==> src/common/rtcdec_regs.vh <==
// Constants of the real-time control stream decoder: register map,
// field layout of a stream frame, reset values and frame lengths.
// Assumes inclusion by bare name from the design files.
`ifndef RTCDEC_REGS_VH
`define RTCDEC_REGS_VH

// ****************************************************************
// Register offsets (byte addresses)
// ****************************************************************
`define RTCDEC_ADDR_W          8
`define RTCDEC_OFS_CTRL        8'h00
`define RTCDEC_OFS_INT_INC     8'h04
`define RTCDEC_OFS_RX_INC      8'h08
`define RTCDEC_OFS_STATUS      8'h0C

// ****************************************************************
// Control register fields
// ****************************************************************
`define RTCDEC_CTRL_MASTER     0
`define RTCDEC_CTRL_DECPHASE   1
`define RTCDEC_CTRL_PHMODE_LO  2
`define RTCDEC_CTRL_PHMODE_HI  3
`define RTCDEC_CTRL_DECFIELD   4
`define RTCDEC_CTRL_ODD_EVEN_DECODE_ENABLE      5
`define RTCDEC_CTRL_COLOUR_DETECT_DECODE_ENABLE     6
`define RTCDEC_CTRL_FIELDSEL   7
`define RTCDEC_CTRL_FMT_LO     8
`define RTCDEC_CTRL_FMT_HI     9
`define RTCDEC_CTRL_W          10
`define RTCDEC_CTRL_RESET      10'h000
`define RTCDEC_PHMODE_LINE     2'h0

// Increment formats supplied by the far end
`define RTCDEC_FMT_FULL        2'h0
`define RTCDEC_FMT_15BIT       2'h1
`define RTCDEC_FMT_22BIT       2'h2

// ****************************************************************
// Status register fields
// ****************************************************************
`define RTCDEC_ST_SEQ          0
`define RTCDEC_ST_RESET        1
`define RTCDEC_ST_FIELD        2
`define RTCDEC_ST_ODDEVEN      3
`define RTCDEC_ST_COLOUR       4
`define RTCDEC_ST_EXTFSC       5
`define RTCDEC_ST_BUSY         6
`define RTCDEC_ST_COUNT_LO     8

// ****************************************************************
// Subcarrier increment
// ****************************************************************
`define RTCDEC_INC_W           24
`define RTCDEC_INT_INC_RESET   24'h000000

// ****************************************************************
// Frame layout: bit positions counted from the start bit (position 0)
// ****************************************************************
`define RTCDEC_POS_W           9
`define RTCDEC_POS_HINC_FIRST  9'h001
`define RTCDEC_POS_HINC_LAST   9'h016
`define RTCDEC_POS_FSC_FIRST   9'h019
`define RTCDEC_POS_FSC_LAST    9'h030
`define RTCDEC_POS_SEQ         9'h034
`define RTCDEC_POS_RESET       9'h035
`define RTCDEC_POS_FIELD       9'h036
`define RTCDEC_POS_ODDEVEN     9'h037
`define RTCDEC_POS_COLOUR      9'h038
`define RTCDEC_TAIL_50HZ       9'h0E5
`define RTCDEC_TAIL_60HZ       9'h0E2

`endif

==> src/hw/rtcdec_core.v <==
// Real-time control stream decoder of the video encoder: deserialises
// the stream frame, selects received or internal subcarrier increment,
// line sequence, field rate and odd/even flag, and gates the received phase reset.
// Assumes stream and line clock arrive as asynchronous pins; internal
// odd/even and line sequence come from timing logic on clk.
//
// Local design decisions: the placing of the registers and the plain strobed port.
`timescale 1ns/1ns
`include "rtcdec_regs.vh"

module rtcdec_core (
  input  wire                      clk,
  input  wire                      rst_b,
  input  wire                      line_clk_pin,
  input  wire                      realtime_control_stream_in,
  input  wire                      int_odd_even,
  input  wire                      int_line_seq,
  input  wire [`RTCDEC_ADDR_W-1:0] reg_addr,
  input  wire [31:0]               reg_wdata,
  input  wire                      reg_wr,
  input  wire                      reg_rd,
  output reg  [31:0]               reg_rdata,
  output reg  [`RTCDEC_INC_W-1:0]  subcarrier_increment,
  output reg                       use_external_fsc,
  output reg                       line_inverted,
  output reg                       phase_reset_pulse,
  output reg                       field_rate_60,
  output reg                       odd_even,
  output reg                       frame_done
);

  // ****************************************************************
  // Local states and functions
  // ****************************************************************
  localparam [1:0] ST_IDLE = 2'b00;
  localparam [1:0] ST_BODY = 2'b01;
  localparam [1:0] ST_TAIL = 2'b10;

  // Picks the received value when its decode path is enabled
  function pick;
    input enabled;
    input received;
    input internal;
    begin
      pick = enabled ? received : internal;
    end
  endfunction

  // Aligns the received slot according to the source's increment width
  function [`RTCDEC_INC_W-1:0] align_inc;
    input [1:0]               fmt;
    input [`RTCDEC_INC_W-1:0] slot;
    begin
      case (fmt)
        `RTCDEC_FMT_15BIT: align_inc = {9'h000, slot[14:0]};
        `RTCDEC_FMT_22BIT: align_inc = {2'h0, slot[23:2]};
        default:           align_inc = slot;
      endcase
    end
  endfunction

  // ****************************************************************
  // Pin synchronisation and line clock edge
  // ****************************************************************
  wire [1:0] pins_sync;
  reg        lclk_d_reg;
  wire       bit_en;
  wire       rx_bit;

  rtcdec_sync #(
    .W (2)
  ) u_sync (
    .clk      (clk),
    .rst_b    (rst_b),
    .pin_in   ({line_clk_pin, realtime_control_stream_in}),
    .sync_out (pins_sync)
  );

  always @(posedge clk or negedge rst_b) begin
    if (!rst_b) begin
      lclk_d_reg <= 1'b0;
    end else begin
      lclk_d_reg <= pins_sync[1];
    end
  end

  // Stream bits are taken on rising edges of the line clock
  assign bit_en = pins_sync[1] & ~lclk_d_reg;
  assign rx_bit = pins_sync[0];

  // ****************************************************************
  // Register file
  // ****************************************************************
  reg  [`RTCDEC_CTRL_W-1:0] ctrl_reg;
  reg  [`RTCDEC_INC_W-1:0]  int_inc_reg;
  wire                      master_en  = ctrl_reg[`RTCDEC_CTRL_MASTER];
  wire                      dec_phase  = ctrl_reg[`RTCDEC_CTRL_DECPHASE];
  wire [1:0]                ph_mode    = ctrl_reg[`RTCDEC_CTRL_PHMODE_HI:`RTCDEC_CTRL_PHMODE_LO];
  wire                      dec_field  = ctrl_reg[`RTCDEC_CTRL_DECFIELD];
  wire                      dec_oe     = ctrl_reg[`RTCDEC_CTRL_ODD_EVEN_DECODE_ENABLE];
  wire                      dec_colour = ctrl_reg[`RTCDEC_CTRL_COLOUR_DETECT_DECODE_ENABLE];
  wire                      field_sel  = ctrl_reg[`RTCDEC_CTRL_FIELDSEL];
  wire [1:0]                inc_fmt    = ctrl_reg[`RTCDEC_CTRL_FMT_HI:`RTCDEC_CTRL_FMT_LO];

  always @(posedge clk or negedge rst_b) begin
    if (!rst_b) begin
      ctrl_reg    <= `RTCDEC_CTRL_RESET;
      int_inc_reg <= `RTCDEC_INT_INC_RESET;
    end else if (reg_wr) begin
      case (reg_addr)
        `RTCDEC_OFS_CTRL:    ctrl_reg    <= reg_wdata[`RTCDEC_CTRL_W-1:0];
        `RTCDEC_OFS_INT_INC: int_inc_reg <= reg_wdata[`RTCDEC_INC_W-1:0];
        default: ;
      endcase
    end
  end

  // ****************************************************************
  // Frame receiver
  // ****************************************************************
  reg [1:0]                state_reg;
  reg [1:0]                state_next;
  reg [`RTCDEC_POS_W-1:0]  pos_reg;
  reg [`RTCDEC_POS_W-1:0]  pos_next;
  reg [`RTCDEC_POS_W-1:0]  tail_len_reg;
  reg [`RTCDEC_INC_W-1:0]  slot_reg;
  reg [`RTCDEC_INC_W-1:0]  rx_inc_reg;
  reg                      seq_reg;
  reg                      rst_bit_reg;
  reg                      field_bit_reg;
  reg                      oe_bit_reg;
  reg                      colour_reg;
  reg                      frame_end;
  reg [7:0]                frame_cnt_reg;

  always @* begin
    state_next = state_reg;
    pos_next   = pos_reg;
    frame_end  = 1'b0;
    if (bit_en) begin
      case (state_reg)
        ST_IDLE: begin
          if (rx_bit) begin
            state_next = ST_BODY;
            pos_next   = `RTCDEC_POS_HINC_FIRST;
          end
        end
        ST_BODY: begin
          if (pos_reg == `RTCDEC_POS_COLOUR) begin
            frame_end  = 1'b1;
            state_next = ST_TAIL;
            pos_next   = {`RTCDEC_POS_W{1'b0}};
          end else begin
            pos_next = pos_reg + 9'h001;
          end
        end
        ST_TAIL: begin
          // Reserved tail; its length follows the field bit just received
          if (pos_reg == tail_len_reg - 9'h001) begin
            state_next = ST_IDLE;
            pos_next   = {`RTCDEC_POS_W{1'b0}};
          end else begin
            pos_next = pos_reg + 9'h001;
          end
        end
        default: begin
          state_next = ST_IDLE;
          pos_next   = {`RTCDEC_POS_W{1'b0}};
        end
      endcase
    end
  end

  always @(posedge clk or negedge rst_b) begin
    if (!rst_b) begin
      state_reg     <= ST_IDLE;
      pos_reg       <= {`RTCDEC_POS_W{1'b0}};
      tail_len_reg  <= `RTCDEC_TAIL_50HZ;
      slot_reg      <= {`RTCDEC_INC_W{1'b0}};
      rx_inc_reg    <= {`RTCDEC_INC_W{1'b0}};
      seq_reg       <= 1'b0;
      rst_bit_reg   <= 1'b0;
      field_bit_reg <= 1'b0;
      oe_bit_reg    <= 1'b0;
      colour_reg    <= 1'b0;
      frame_cnt_reg <= 8'h00;
    end else begin
      state_reg <= state_next;
      pos_reg   <= pos_next;
      if (bit_en && state_reg == ST_BODY) begin
        // Horizontal increment positions fall through unused
        if (pos_reg >= `RTCDEC_POS_FSC_FIRST && pos_reg <= `RTCDEC_POS_FSC_LAST) begin
          slot_reg <= {slot_reg[`RTCDEC_INC_W-2:0], rx_bit};
        end
        if (pos_reg == `RTCDEC_POS_SEQ) begin
          seq_reg <= rx_bit;
        end
        if (pos_reg == `RTCDEC_POS_RESET) begin
          rst_bit_reg <= rx_bit;
        end
        if (pos_reg == `RTCDEC_POS_FIELD) begin
          field_bit_reg <= rx_bit;
          tail_len_reg  <= rx_bit ? `RTCDEC_TAIL_60HZ : `RTCDEC_TAIL_50HZ;
        end
        if (pos_reg == `RTCDEC_POS_ODDEVEN) begin
          oe_bit_reg <= rx_bit;
        end
        if (pos_reg == `RTCDEC_POS_COLOUR) begin
          colour_reg <= rx_bit;
        end
      end
      if (frame_end) begin
        rx_inc_reg    <= align_inc(inc_fmt, slot_reg);
        frame_cnt_reg <= frame_cnt_reg + 8'h01;
      end
    end
  end

  // ****************************************************************
  // Selection of received or internal values
  // ****************************************************************
  wire ext_fsc_sel;
  wire field_60_sel;
  wire oe_sel;
  wire seq_sel;
  wire phase_hit;

  // Colour decode off: received increment regardless of colour bit
  assign ext_fsc_sel  = master_en & (~dec_colour | colour_reg);
  assign field_60_sel = pick(master_en & dec_field, field_bit_reg, field_sel);
  assign oe_sel       = pick(master_en & dec_oe, oe_bit_reg, int_odd_even);
  // NTSC: sequence bit carries no inversion
  assign seq_sel      = pick(master_en, seq_reg & ~field_60_sel, int_line_seq);
  assign phase_hit    = frame_end & master_en & dec_phase &
                        (ph_mode == `RTCDEC_PHMODE_LINE);

  // ****************************************************************
  // Outputs, all registered
  // ****************************************************************
  always @(posedge clk or negedge rst_b) begin
    if (!rst_b) begin
      subcarrier_increment <= `RTCDEC_INT_INC_RESET;
      use_external_fsc     <= 1'b0;
      line_inverted        <= 1'b0;
      phase_reset_pulse    <= 1'b0;
      field_rate_60        <= 1'b0;
      odd_even             <= 1'b0;
      frame_done           <= 1'b0;
    end else begin
      subcarrier_increment <= ext_fsc_sel ? rx_inc_reg : int_inc_reg;
      use_external_fsc     <= ext_fsc_sel;
      line_inverted        <= seq_sel;
      // Reset bit is judged at frame end so the line sees one pulse
      phase_reset_pulse    <= phase_hit & rst_bit_reg;
      field_rate_60        <= field_60_sel;
      odd_even             <= oe_sel;
      frame_done           <= frame_end;
    end
  end

  // ****************************************************************
  // Register read-back, data valid the cycle after the strobe
  // ****************************************************************
  reg [31:0] rdata_next;

  always @* begin
    rdata_next = 32'h00000000;
    case (reg_addr)
      `RTCDEC_OFS_CTRL:    rdata_next[`RTCDEC_CTRL_W-1:0] = ctrl_reg;
      `RTCDEC_OFS_INT_INC: rdata_next[`RTCDEC_INC_W-1:0]  = int_inc_reg;
      `RTCDEC_OFS_RX_INC:  rdata_next[`RTCDEC_INC_W-1:0]  = rx_inc_reg;
      `RTCDEC_OFS_STATUS: begin
        rdata_next[`RTCDEC_ST_SEQ]     = seq_reg;
        rdata_next[`RTCDEC_ST_RESET]   = rst_bit_reg;
        rdata_next[`RTCDEC_ST_FIELD]   = field_bit_reg;
        rdata_next[`RTCDEC_ST_ODDEVEN] = oe_bit_reg;
        rdata_next[`RTCDEC_ST_COLOUR]  = colour_reg;
        rdata_next[`RTCDEC_ST_EXTFSC]  = use_external_fsc;
        rdata_next[`RTCDEC_ST_BUSY]    = (state_reg != ST_IDLE);
        rdata_next[`RTCDEC_ST_COUNT_LO+7:`RTCDEC_ST_COUNT_LO] = frame_cnt_reg;
      end
      default: rdata_next = 32'h00000000;
    endcase
  end

  always @(posedge clk or negedge rst_b) begin
    if (!rst_b) begin
      reg_rdata <= 32'h00000000;
    end else if (reg_rd) begin
      reg_rdata <= rdata_next;
    end else begin
      reg_rdata <= 32'h00000000;
    end
  end

endmodule // rtcdec_core

==> src/hw/rtcdec_sync.v <==
// Two-flop synchroniser for a group of single-bit pins.
// Assumes each bit is a level that changes no faster than the clock
// can follow; no relation between bits is preserved.
`timescale 1ns/1ns

module rtcdec_sync #(
  parameter W = 2
) (
  input  wire         clk,
  input  wire         rst_b,
  input  wire [W-1:0] pin_in,
  output wire [W-1:0] sync_out
);

  reg [W-1:0] meta_reg;
  reg [W-1:0] stable_reg;

  always @(posedge clk or negedge rst_b) begin
    if (!rst_b) begin
      meta_reg   <= {W{1'b0}};
      stable_reg <= {W{1'b0}};
    end else begin
      meta_reg   <= pin_in;
      stable_reg <= meta_reg;
    end
  end

  assign sync_out = stable_reg;

endmodule // rtcdec_sync

==> config.mk <==
export PLATFORM = sky130hd
export DESIGN_NAME = rtcdec_core
export DESIGN_NICKNAME = d
export VERILOG_FILES = /design/src/hw/rtcdec_core.v /design/src/hw/rtcdec_sync.v
export VERILOG_INCLUDE_DIRS = /design/src /design/src/common
export SDC_FILE = /design/constraint.sdc
export NUM_CORES = 1
export LEC_CHECK = 0
export ABC_AREA = 1
export BUFFER_PORTS_ARGS = -buffer_cell sky130_fd_sc_hd__buf_2
export CORE_MARGIN = 2
export CORE_UTILIZATION = 45
export DETAILED_ROUTE_END_ITERATION = 6
export PLACE_DENSITY = 0.76
export SLEW_MARGIN = 0
export SYNTH_ARGS = -nofsm -noshare
export SYNTH_HDL_FRONTEND = slang
export SYNTH_HIERARCHICAL = 1
export SYNTH_SLANG_ARGS = --single-unit
==> constraint.sdc <==
create_clock -name clk -period 2.5 [get_ports clk]
set_input_delay 0 -clock clk [delete_from_list [all_inputs] [get_ports clk]]
set_output_delay 0 -clock clk [all_outputs]
set_load 0.005 [all_outputs]
==> flow_metrics.env, run 1 <==
export IMPL_place_area_um2=8368
export IMPL_status="finished clean"
export IMPL_cts_buffers=17
export IMPL_firstDrtPassIters=6
export IMPL_clock_latency_ps=430
export IMPL_synth_top_area_share_pct=53.35
export IMPL_cts_root_buf="clkbuf_16"
export IMPL_tightestPinTransition_ps=707.1
export IMPL_required_ps=2800
export IMPL_dieArea_um2=18260
export IMPL_place_ws_ps=475.8
export IMPL_grt_pass1_vias=6024
export IMPL_cts_sinks=166
export IMPL_p_clk_share_pct=44.2
export IMPL_skew_ps=8.633
export IMPL_start_util_pct=46.34
export IMPL_ys_top_cells_by_area="dfrtp_1 (53%), nand2_1 (11%), nand3_1 (6.1%)"
export IMPL_die_h_um=135.1
export IMPL_core_area_um2=16700
export IMPL_drt_wirelength_per_cell_um=14.78
export IMPL_cp_cell_sequence="inv_1, ha_1, nand2_1, nor2_1, nand3_4, nor2_8, buf_12, nand2_1, o21ai_0, inv_1"
export IMPL_synth_most_common_cell="nand2_1"
export IMPL_fin_area_um2=9365
export IMPL_hold_violations=0
export IMPL_drtIter0Drc=520
export IMPL_end_kind="flop"
export IMPL_critPathSlowestCell="dfrtp_1"
export IMPL_tritoncts="done"
export IMPL_fill_cells=1426
export IMPL_synthCells=898
export IMPL_syn_avg_cell_area_um2=8.618
export IMPL_p_per_area_nw_per_um2=694.8
export IMPL_postLayoutCoreUtil_pct=56.08
export IMPL_seq_power_share_pct=44.9
export IMPL_io_buffer_count=93
export IMPL_path_clk_slew_ps=60
export IMPL_layoutNonFillerInstCount=1253
export IMPL_antenna_found_initial=0
export IMPL_place_hpwl_mm=12.36
export IMPL_synth_area_um2=7739
export IMPL_track_usage_pct=20.71
export IMPL_placed_cells=1187
export IMPL_grt_overflow_total=0
export IMPL_power_internal_mw=4.893
export IMPL_yosysUniqueCellTypes=37
export IMPL_synth_seq_area_share_pct=53.69
export IMPL_max_freq_ghz=0.4792
export IMPL_worstHoldPathType="primary input to flop"
export IMPL_vdd_drop_max_v=0.0004983
export IMPL_fin_crit_sh_pct=83.47
export IMPL_syn2layout_area_growth_pct=21.02
export IMPL_swShare_pct=24.79
export IMPL_period_minus_slack_ps=2087
export IMPL_grt_pass1_wl_mm=29.83
export IMPL_synthTopCellsByCount="nand2_1 (227), dfrtp_1 (165), inv_1 (113)"
export IMPL_cts_setup_buffers=0
export IMPL_clk_path_buf_depth=2
export IMPL_ant_nets=0
export IMPL_crit_arrival_ps=2390
export IMPL_start_kind="flop"
export IMPL_power_frac_comb_pct=10.9
export IMPL_whs_ps=44.64
export IMPL_slew_violations=0
export IMPL_synth_area_leader_cell="dfrtp_1"
export IMPL_drc=0
export IMPL_place_congestion=0.8869
export IMPL_cap_violations=0
export IMPL_fin_nets=1077
export IMPL_rsz0062_at_grt="no"
export IMPL_yosys_warnings=6
export IMPL_io_pins=110
export IMPL_cts_max_level=4
export IMPL_synth_edf_count=0
export IMPL_tns_ps=0
export IMPL_antenna_cells=0
export IMPL_post_drt_via_cell_ratio=5.193
export IMPL_async_flop_share_pct=100.0
export IMPL_die_w_um=135.1
export IMPL_p_sw_mw=1.613
export IMPL_ys_ff_latch=166
export IMPL_critPathMaxStageDelay_ps=440
export IMPL_path_max_fanout=35
export IMPL_synth_flop_cell="dfrtp_1"
export IMPL_wl_mm=18.53
export IMPL_grt_max_degree=76
export IMPL_total_power_mw=6.507
export IMPL_fin_ws_ps=413.1
export IMPL_final_layout_size_suffix_gt1_share_pct=15.68
export IMPL_p_leak_nw=4.854
export IMPL_setup_viol_count_final=0
export IMPL_dr_total_vias=6507
export IMPL_path_class="flop to flop"
export IMPL_maxSlewHeadroom_pct=52.86
export IMPL_rows=47
==> layer usage <==
metal,global-route usage [%],part of all wire (%),vias up
li1,-,-,3122
met1,27.84,43,3111
met2,33.76,49,233
met3,3.217,5.2,41
met4,8.565,2.6,0
met5,0,0,-
==> placed cells by master (no fill, tap or decap), types with 3 or more instances in the layout <==
cell,n
ha_1,9
nand4_1,19
a21oi_1,17
nor2_8,3
nand3_1,94
nor2_1,50
clkbuf_16,17
bufinv_16,5
dfrtp_1,165
buf_2,92
clkinv_4,3
nor3_1,4
nand2_4,3
nand2_1,227
dlygate4sd3_1,34
nand2_2,3
o21ai_1,5
buf_4,12
xor2_1,7
a31oi_1,5
buf_12,3
o21ai_0,82
nor3_4,4
inv_1,113
conb_1,8
inv_2,4
a22oi_1,23
==> kinds of logic after synthesis <==
kind of cell | share of synthesized area, %
simple gates | 24.24
flops | 53.69
buf+inv | 9.636
compound gates | 9.766
fa+ha+maj | 1.455
xor+xnor | 1.019
other cells | 0.04846
mux | 0.1455
==> power groups by stage <==
stage | clock network, mW | registers, mW | logic, mW
after detailed placement | 0 | 2.96 | 0.664
after global routing | 3.02 | 2.93 | 0.799
final | 2.88 | 2.92 | 0.711
after floorplan | 0 | 2.95 | 0.421
after CTS | 2.92 | 2.92 | 0.713
after global placement | 0 | 2.95 | 0.648
==> critical path, delay by kind of cell (launching register included) <==
family	cells	cell delay (ps)
AOI/OAI and AO/OA	1	90
DFF	1	440
buffers and inverters	3	480
adders and majority gates	1	200
and+or+nand+nor	5	730
==> worst paths after layout <==
check	start	endpoint	slack (ps)	depth (start not counted)
min reg2reg	u_sync/meta_reg[0]$_DFF_PN0_	u_sync/sync_out[0]$_DFF_PN0_	350	0
max in group asynchronous	rst_b	reg_rdata[4]$_DFF_PN0_	1570	3
min	reg_addr[0]	reg_rdata[16]$_DFF_PN0_	40	6
max	pos_reg[0]$_DFFE_PN0P_	rx_inc_reg[20]$_DFFE_PN0N_	410	10
min in group asynchronous	rst_b	int_inc_reg[21]$_DFFE_PN0P_	160	2
max reg2reg	pos_reg[0]$_DFFE_PN0P_	rx_inc_reg[20]$_DFFE_PN0N_	410	10
==> final cells by class <==
type | instances | area, um2 | area share, %
Multi-Input combinational cell | 574 | 2864 | 30.58
Sequential cell | 166 | 4155 | 44.37
Clock buffer | 21 | 460.4 | 4.917
Inverter | 119 | 451.7 | 4.823
Timing Repair Buffer | 142 | 962.2 | 10.27
Clock inverter | 11 | 196.4 | 2.098
Tap cell | 220 | 275.3 | 2.939
==> repair_timing <==
action                                 in CTS  in global routing
gates resized for setup                     0                  0
endpoints found under the hold margin     119                  0
setup endpoints to repair                   0                  0
hold buffers                               34                  0
(Power assumes the default switching activity.)
==> run 2, diff against run 1 <==
Settings changed: ABC_AREA 1 to 0, PLACE_DENSITY 0.76 to 0.79.
Clock period 2.5 ns to 1.8 ns, I/O delays scaled along.
==> run 2 against run 1 <==
  * The flow now finishes with violations (negative setup slack)
  * Die area shrank 4.2%
  * Worst setup slack got worse by 600 ps
  * Flip-flop and latch count stayed put
  * Critical path depth down 4
  * Non-clock buffer count rose by 45
  * Synthesized cell count shrank 36%
  * Wire length is 3.2% lower
  * First-iteration DRC count down 27%
  * Fmax up 4.9%
  * Combinational power up 63%
  * Core utilization increased by 5.0 points
  * Critical endpoint is now slot_reg[20]$_DFFE_PN0P_
==> flow_metrics.env, run 2 <==
export IMPL_status="complete, but fails checks"
export IMPL_violations="negative setup slack"
export IMPL_place_area_um2=8428
export IMPL_mostFrequentLayoutCells="dfrtp_1 (164), buf_2 (93), mux2_2 (67), buf_4 (44), nand2_1 (37)"
export IMPL_grt_overflow_total=0
export IMPL_crit_buf_inv=1
export IMPL_firstDrtPassIters=5
export IMPL_cts_buffers=17
export IMPL_rr_startpoint="pos_reg[0]$_DFFE_PN0P_"
export IMPL_path_class="flop to flop"
export IMPL_period_minus_slack_ps=1989
export IMPL_cp_cell_sequence="ha_2, or4_4, a31oi_4, nor4_4, buf_12, mux2_4"
export IMPL_fin_nets=804
export IMPL_r2r_slack_ps=-190
export IMPL_synth_area_um2=7402
export IMPL_rsz0062_at_grt="yes"
export IMPL_core_area_um2=16000
export IMPL_setup_viol_count_final=36
export IMPL_fill_cells=1137
export IMPL_syn2layout_area_growth_pct=32.03
export IMPL_die_w_um=132.3
export IMPL_cap_violations=0
export IMPL_antenna_found_initial=0
export IMPL_place_congestion=0.8080
export IMPL_path_clk_slew_ps=60
export IMPL_dieArea_um2=17490
export IMPL_cts_sinks=166
export IMPL_grt_max_degree=49
export IMPL_hold_violations=0
export IMPL_cp_num_cells=6
export IMPL_fin_ws_ps=-188.9
export IMPL_fin_crit_sh_pct=110.5
export IMPL_ys_top_cells_by_area="dfrtp_1 (56%), mux2_2 (10%), mux2_4 (5.3%)"
export IMPL_drt_wirelength_per_cell_um=18.36
export IMPL_worstHoldPathType="primary input to flop"
export IMPL_crit_arrival_ps=2290
export IMPL_vdd_drop_max_v=0.0005970
export IMPL_grt_pass1_wl_mm=28.23
export IMPL_dr_total_vias=5397
export IMPL_maxSlewHeadroom_pct=64.62
export IMPL_clock_latency_ps=430
export IMPL_endpoint="slot_reg[20]$_DFFE_PN0P_"
export IMPL_r2r_end="slot_reg[20]$_DFFE_PN0P_"
export IMPL_startpoint="pos_reg[0]$_DFFE_PN0P_"
export IMPL_tns_ps=-4658
export IMPL_whs_ps=17.91
export IMPL_required_ps=2100
export IMPL_place_hpwl_mm=11.65
export IMPL_start_kind="flop"
export IMPL_drc=0
export IMPL_die_h_um=132.3
export IMPL_synthTopCellsByCount="dfrtp_1 (165), mux2_2 (67), nor2_1 (44)"
export IMPL_drtIter0Drc=380
export IMPL_synth_top_area_share_pct=55.78
export IMPL_end_kind="flop"
export IMPL_syn_avg_cell_area_um2=12.96
export IMPL_layout_commonest_cell="dfrtp_1"
export IMPL_synth_most_common_cell="dfrtp_1"
export IMPL_synth_edf_count=0
export IMPL_critPathMaxStageDelay_ps=500
export IMPL_io_buffer_count=93
export IMPL_cts_root_buf="clkbuf_16"
export IMPL_io_pins=110
export IMPL_cts_max_level=4
export IMPL_synth_flop_cell="dfrtp_1"
export IMPL_tritoncts="done"
export IMPL_clk_path_buf_depth=2
export IMPL_critPathSlowestCell="or4_4"
export IMPL_rows=46
export IMPL_p_per_area_nw_per_um2=923.4
export IMPL_multi_input_area_um2=3286
export IMPL_synth_area_leader_cell="dfrtp_1"
export IMPL_skew_ps=10.37
export IMPL_final_layout_size_suffix_gt1_share_pct=45.13
export IMPL_p_leak_nw=4.881
export IMPL_track_usage_pct=20.21
export IMPL_hold_depth=3
export IMPL_synthCells=571
export IMPL_yosysUniqueCellTypes=62
export IMPL_ant_nets=0
export IMPL_ff_latch_area_um2=4156
export IMPL_start_util_pct=46.26
export IMPL_fin_area_um2=9773
export IMPL_ys_ff_latch=166
export IMPL_max_freq_ghz=0.5028
export IMPL_post_drt_via_cell_ratio=5.524
export IMPL_tightestPinTransition_ps=528.5
export IMPL_slew_violations=0
export IMPL_path_max_fanout=24
export IMPL_synth_seq_area_share_pct=56.14
export IMPL_grt_pass1_vias=5515
export IMPL_async_flop_share_pct=100.0
export IMPL_wl_mm=17.94
export IMPL_yosys_warnings=6
export IMPL_critPathTopFamily="simple AND/OR/NAND/NOR gates"
export IMPL_reg2regPathDepth=6
[run 2: cell count changes after synthesis, moves of 9 or more]
cell      delta
nand2_1    -188
a21oi_1     -14
a221oi_1    +13
nand3_1     -87
mux2_4      +26
nand4_1     -14
o21ai_0     -65
inv_1      -100
and3_1      +12
nor2b_1     +12
buf_4        -9
mux2_2      +66
[run 2: kinds of logic (layout without fill, tap and decap cells)]
group | Yosys count | after routing | synth area share, %
buffers and inverters | 50 | 232 | 3.634
and+or+nand+nor | 153 | 153 | 11.53
other | 1 | 9 | 0.05066
DFF | 166 | 166 | 56.14
muxes | 105 | 105 | 18.44
xor gates and xnor gates | 10 | 10 | 1.183
adders and majority gates | 9 | 9 | 1.521
AOI/OAI and AO/OA | 77 | 77 | 7.505
[run 2: timing repair]
| item | CTS | global route |
|---|---|---|
| hold buffers | 33 | 0 |
| resized for setup | 27 | 38 |
| cloned | 0 | 2 |
| hold endpoints to repair | 224 | 0 |
| buffers inserted | 3 | 5 |
| pin swaps | 13 | 7 |
| endpoints found under the setup margin | 47 | 65 |
[run 2: worst register-to-register path, delay by kind of cell, from the launching register on]
| kind | cells | cell delay (ps) |
|---|---|---|
| AOI/OAI and AO/OA | 1 | 170 |
| adders and majority gates | 1 | 200 |
| buffers and inverters | 1 | 180 |
| DFF | 1 | 430 |
| muxes | 1 | 320 |
| and+or+nand+nor | 2 | 580 |
[run 2: per-stage QoR]
stage	utilization (%)	setup slack (ps)	power, mW	instances
6_report	61.08	-188.9	9.024	977
3_5_place_dp	52.67	-215.3	4.950	901
5_1_grt	61.07	-236.1	9.343	976
3_3_place_gp	52.67	-172.8	4.911	901
2_1_floorplan	-	-179.1	4.489	578
4_1_cts	59.71	-183.2	8.964	969
[run 2: where the power goes]
group          switching, mW  total [mW]  internal (mW)
combinational          0.602        1.16          0.558
sequential            0.0884        3.94           3.85
clock                   1.51        3.93           2.42
[run 2: metal layers]
metal | track usage, % | vias to the layer above | wire [um] | share of wire (%)
li1 | - | 2415 | - | -
met1 | 24.51 | 2746 | 7245 | 40
met2 | 35.04 | 197 | 9465 | 53
met3 | 4.344 | 39 | 872 | 4.9
met4 | 8.483 | 0 | 353 | 2.0
met5 | 0 | - | 0 | 0
[run 2: cell type report]
type	instances	share of cell area [%]
Timing Repair Buffer	187	13.93
Clock inverter	12	1.920
Multi-Input combinational cell	362	33.62
Sequential cell	166	42.53
Tap cell	216	2.765
Inverter	13	0.5377
Antenna cell	1	0.02560
Clock buffer	20	4.673
[run 2: worst min path at each step]
stage	to	startpoint	slack, ps
after floorplan	colour_reg$_DFFE_PN0P_	rst_b	-300
after global placement	state_reg[1]$_DFFE_PN0P_	rst_b	-100
after detailed placement	state_reg[1]$_DFFE_PN0P_	rst_b	-90
after CTS	int_inc_reg[10]$_DFFE_PN0P_	reg_wr	4
after global routing	int_inc_reg[10]$_DFFE_PN0P_	reg_wr	30
final	int_inc_reg[11]$_DFFE_PN0P_	reg_wr	20
==> run 3, diff against run 2 <==
Settings changed: MAX_ROUTING_LAYER set to met4, PLACE_DENSITY 0.79 to 0.76.
Clock period 1.8 ns to 2.05 ns, I/O delays scaled along.
==> run 3 against run 2 <==
  * The run still ends with negative setup slack left
  * Non-clock buffer count down 22
  * Power is 18% lower
  * Design area decreased by 4.8%
==> flow_metrics.env, run 3 (synthesis results as in run 2) <==
export IMPL_status="complete, but fails checks"
export IMPL_violations="negative setup slack"
export IMPL_fin_crit_sh_pct=102.2
export IMPL_startpoint="pos_reg[0]$_DFFE_PN0P_"
export IMPL_die_h_um=132.3
export IMPL_rows=46
export IMPL_required_ps=2360
export IMPL_cts_root_buf="clkbuf_16"
export IMPL_placed_cells=884
export IMPL_cp_cell_sequence="buf_6, or4_4, a31oi_4, nor4_4, buf_4, clkbuf_16, mux2_4"
export IMPL_dr_total_vias=5142
export IMPL_maxSlewHeadroom_pct=64.99
export IMPL_clock_latency_ps=430
export IMPL_start_util_pct=46.26
export IMPL_final_layout_size_suffix_gt1_share_pct=39.35
export IMPL_fin_nets=782
export IMPL_layout_commonest_cell="dfrtp_1"
export IMPL_critPathMaxStageDelay_ps=520
export IMPL_fill_cells=1257
export IMPL_path_class="flop to flop"
export IMPL_rr_startpoint="pos_reg[0]$_DFFE_PN0P_"
export IMPL_ant_nets=0
export IMPL_worstHoldPathType="primary input to async pin"
export IMPL_io_buffer_count=93
export IMPL_place_area_um2=8259
export IMPL_period_minus_slack_ps=2095
export IMPL_crit_arrival_ps=2400
export IMPL_layoutNonFillerInstCount=953
export IMPL_slew_violations=0
export IMPL_grt_pass1_wl_mm=27.66
export IMPL_grt_overflow_total=0
export IMPL_tns_ps=-400.6
export IMPL_track_usage_pct=20.50
export IMPL_firstDrtPassIters=5
export IMPL_syn2layout_area_growth_pct=25.71
export IMPL_core_area_um2=16000
export IMPL_drtIter0Drc=428
export IMPL_vdd_drop_max_v=0.0005838
export IMPL_cts_max_level=4
export IMPL_rsz0062_at_grt="yes"
export IMPL_drt_wirelength_per_cell_um=17.55
export IMPL_fin_area_um2=9305
export IMPL_cts_sinks=166
export IMPL_io_pins=110
export IMPL_path_clk_slew_ps=70
export IMPL_max_freq_ghz=0.4772
export IMPL_cts_buffers=17
export IMPL_skew_ps=11.23
export IMPL_die_w_um=132.3
export IMPL_fin_ws_ps=-45.48
export IMPL_post_drt_via_cell_ratio=5.396
export IMPL_hold_violations=0
export IMPL_place_hpwl_mm=11.22
export IMPL_setup_viol_count_final=12
export IMPL_tritoncts="done"
export IMPL_antenna_found_initial=0
export IMPL_drc=0
export IMPL_start_kind="flop"
export IMPL_dieArea_um2=17490
export IMPL_mostFrequentLayoutCells="dfrtp_1 (165), buf_2 (92), mux2_2 (67), nor2_1 (44), nand2_1 (39)"
export IMPL_antenna_cells=0
export IMPL_grt_pass1_vias=5468
export IMPL_place_congestion=0.8594
export IMPL_clk_path_buf_depth=2
export IMPL_end_kind="flop"
export IMPL_tightestPinTransition_ps=523.0
export IMPL_critPathSlowestCell="or4_4"
export IMPL_p_per_area_nw_per_um2=792.0
export IMPL_p_leak_nw=4.607
export IMPL_wl_mm=16.72
export IMPL_path_max_fanout=6
export IMPL_cap_violations=0
export IMPL_grt_max_degree=74
[run 3: cell types whose count changed in the layout (fill, tap and decap cells not counted), moves of 4 or more]
cell	before	now
buf_4	44	32
a221oi_1	3	13
a221oi_2	10	0
nor2_1	36	44
buf_6	10	4
inv_6	4	0
nor2_2	4	0
nor2_4	4	0
[run 3: per-layer routing]
| metal | share of wire (%) | global-route usage (%) | wire length [um] |
|---|---|---|---|
| met4 | 1.9 | 8.602 | 324 |
| met3 | 3.8 | 3.537 | 640 |
| met5 | 0 | - | 0 |
| met2 | 52 | 34.17 | 8729 |
| met1 | 42 | 24.75 | 7027 |
[run 3: report_power, final]
| group | internal (mW) | switching [mW] |
|---|---|---|
| clock | 1.82 | 1.22 |
| combinational | 0.407 | 0.453 |
| sequential | 3.38 | 0.0892 |
[run 3: stage by stage]
stage	total power, mW	hold WS [ps]	utilization [%]	setup WS (ps)
floorplan	3.930	-295.6	-	12.70
global placement	4.230	-60.96	51.62	-117.3
detailed placement	4.251	-53.28	51.62	-179.2
CTS	7.376	39.12	57.76	-29.13
global route	7.659	45.21	58.16	-77.49
finish	7.370	51.30	58.16	-45.48
[run 3: final cells by class]
class / instances / area (um2) / share of cell area, %
clock inverters: 7 / 70.07 / 0.7530
well taps: 216 / 270.3 / 2.904
flip-flops and latches: 166 / 4155 / 44.66
clock buffers: 24 / 501.7 / 5.392
multi-input cells: 362 / 3065 / 32.94
inverters: 13 / 48.80 / 0.5244
repair buffers: 165 / 1194 / 12.83
[run 3: path summary, 6_finish.rpt]
path	endpoint	slack, ps	depth (start not counted)
hold / removal	pos_reg[7]$_DFFE_PN0P_	50	2
setup / recovery	slot_reg[23]$_DFFE_PN0P_	-50	7
max in group asynchronous	int_inc_reg[13]$_DFFE_PN0P_	1270	3
min in group clk	reg_rdata[9]$_DFF_PN0_	50	3
hold reg to reg	u_sync/sync_out[1]$_DFF_PN0_	350	0
setup reg to reg	slot_reg[23]$_DFFE_PN0P_	-50	7
[run 3: timing repair]
action | 4_1_cts | 5_1_grt
setup buffers | 3 | 3
endpoints found under the setup margin | 30 | 38
resized for setup | 7 | 11
hold endpoints to repair | 218 | 0
gates cloned | 2 | 1
pin swaps | 4 | 3
hold buffers | 31 | 0
[run 3: critical path: cells and delay by family (launching register included)]
| family | cells | cell delay, ps |
|---|---|---|
| and+or+nand+nor | 2 | 600 |
| buffers and inverters | 3 | 460 |
| DFF | 1 | 430 |
| muxes | 1 | 290 |
| AOI/OAI and AO/OA | 1 | 180 |
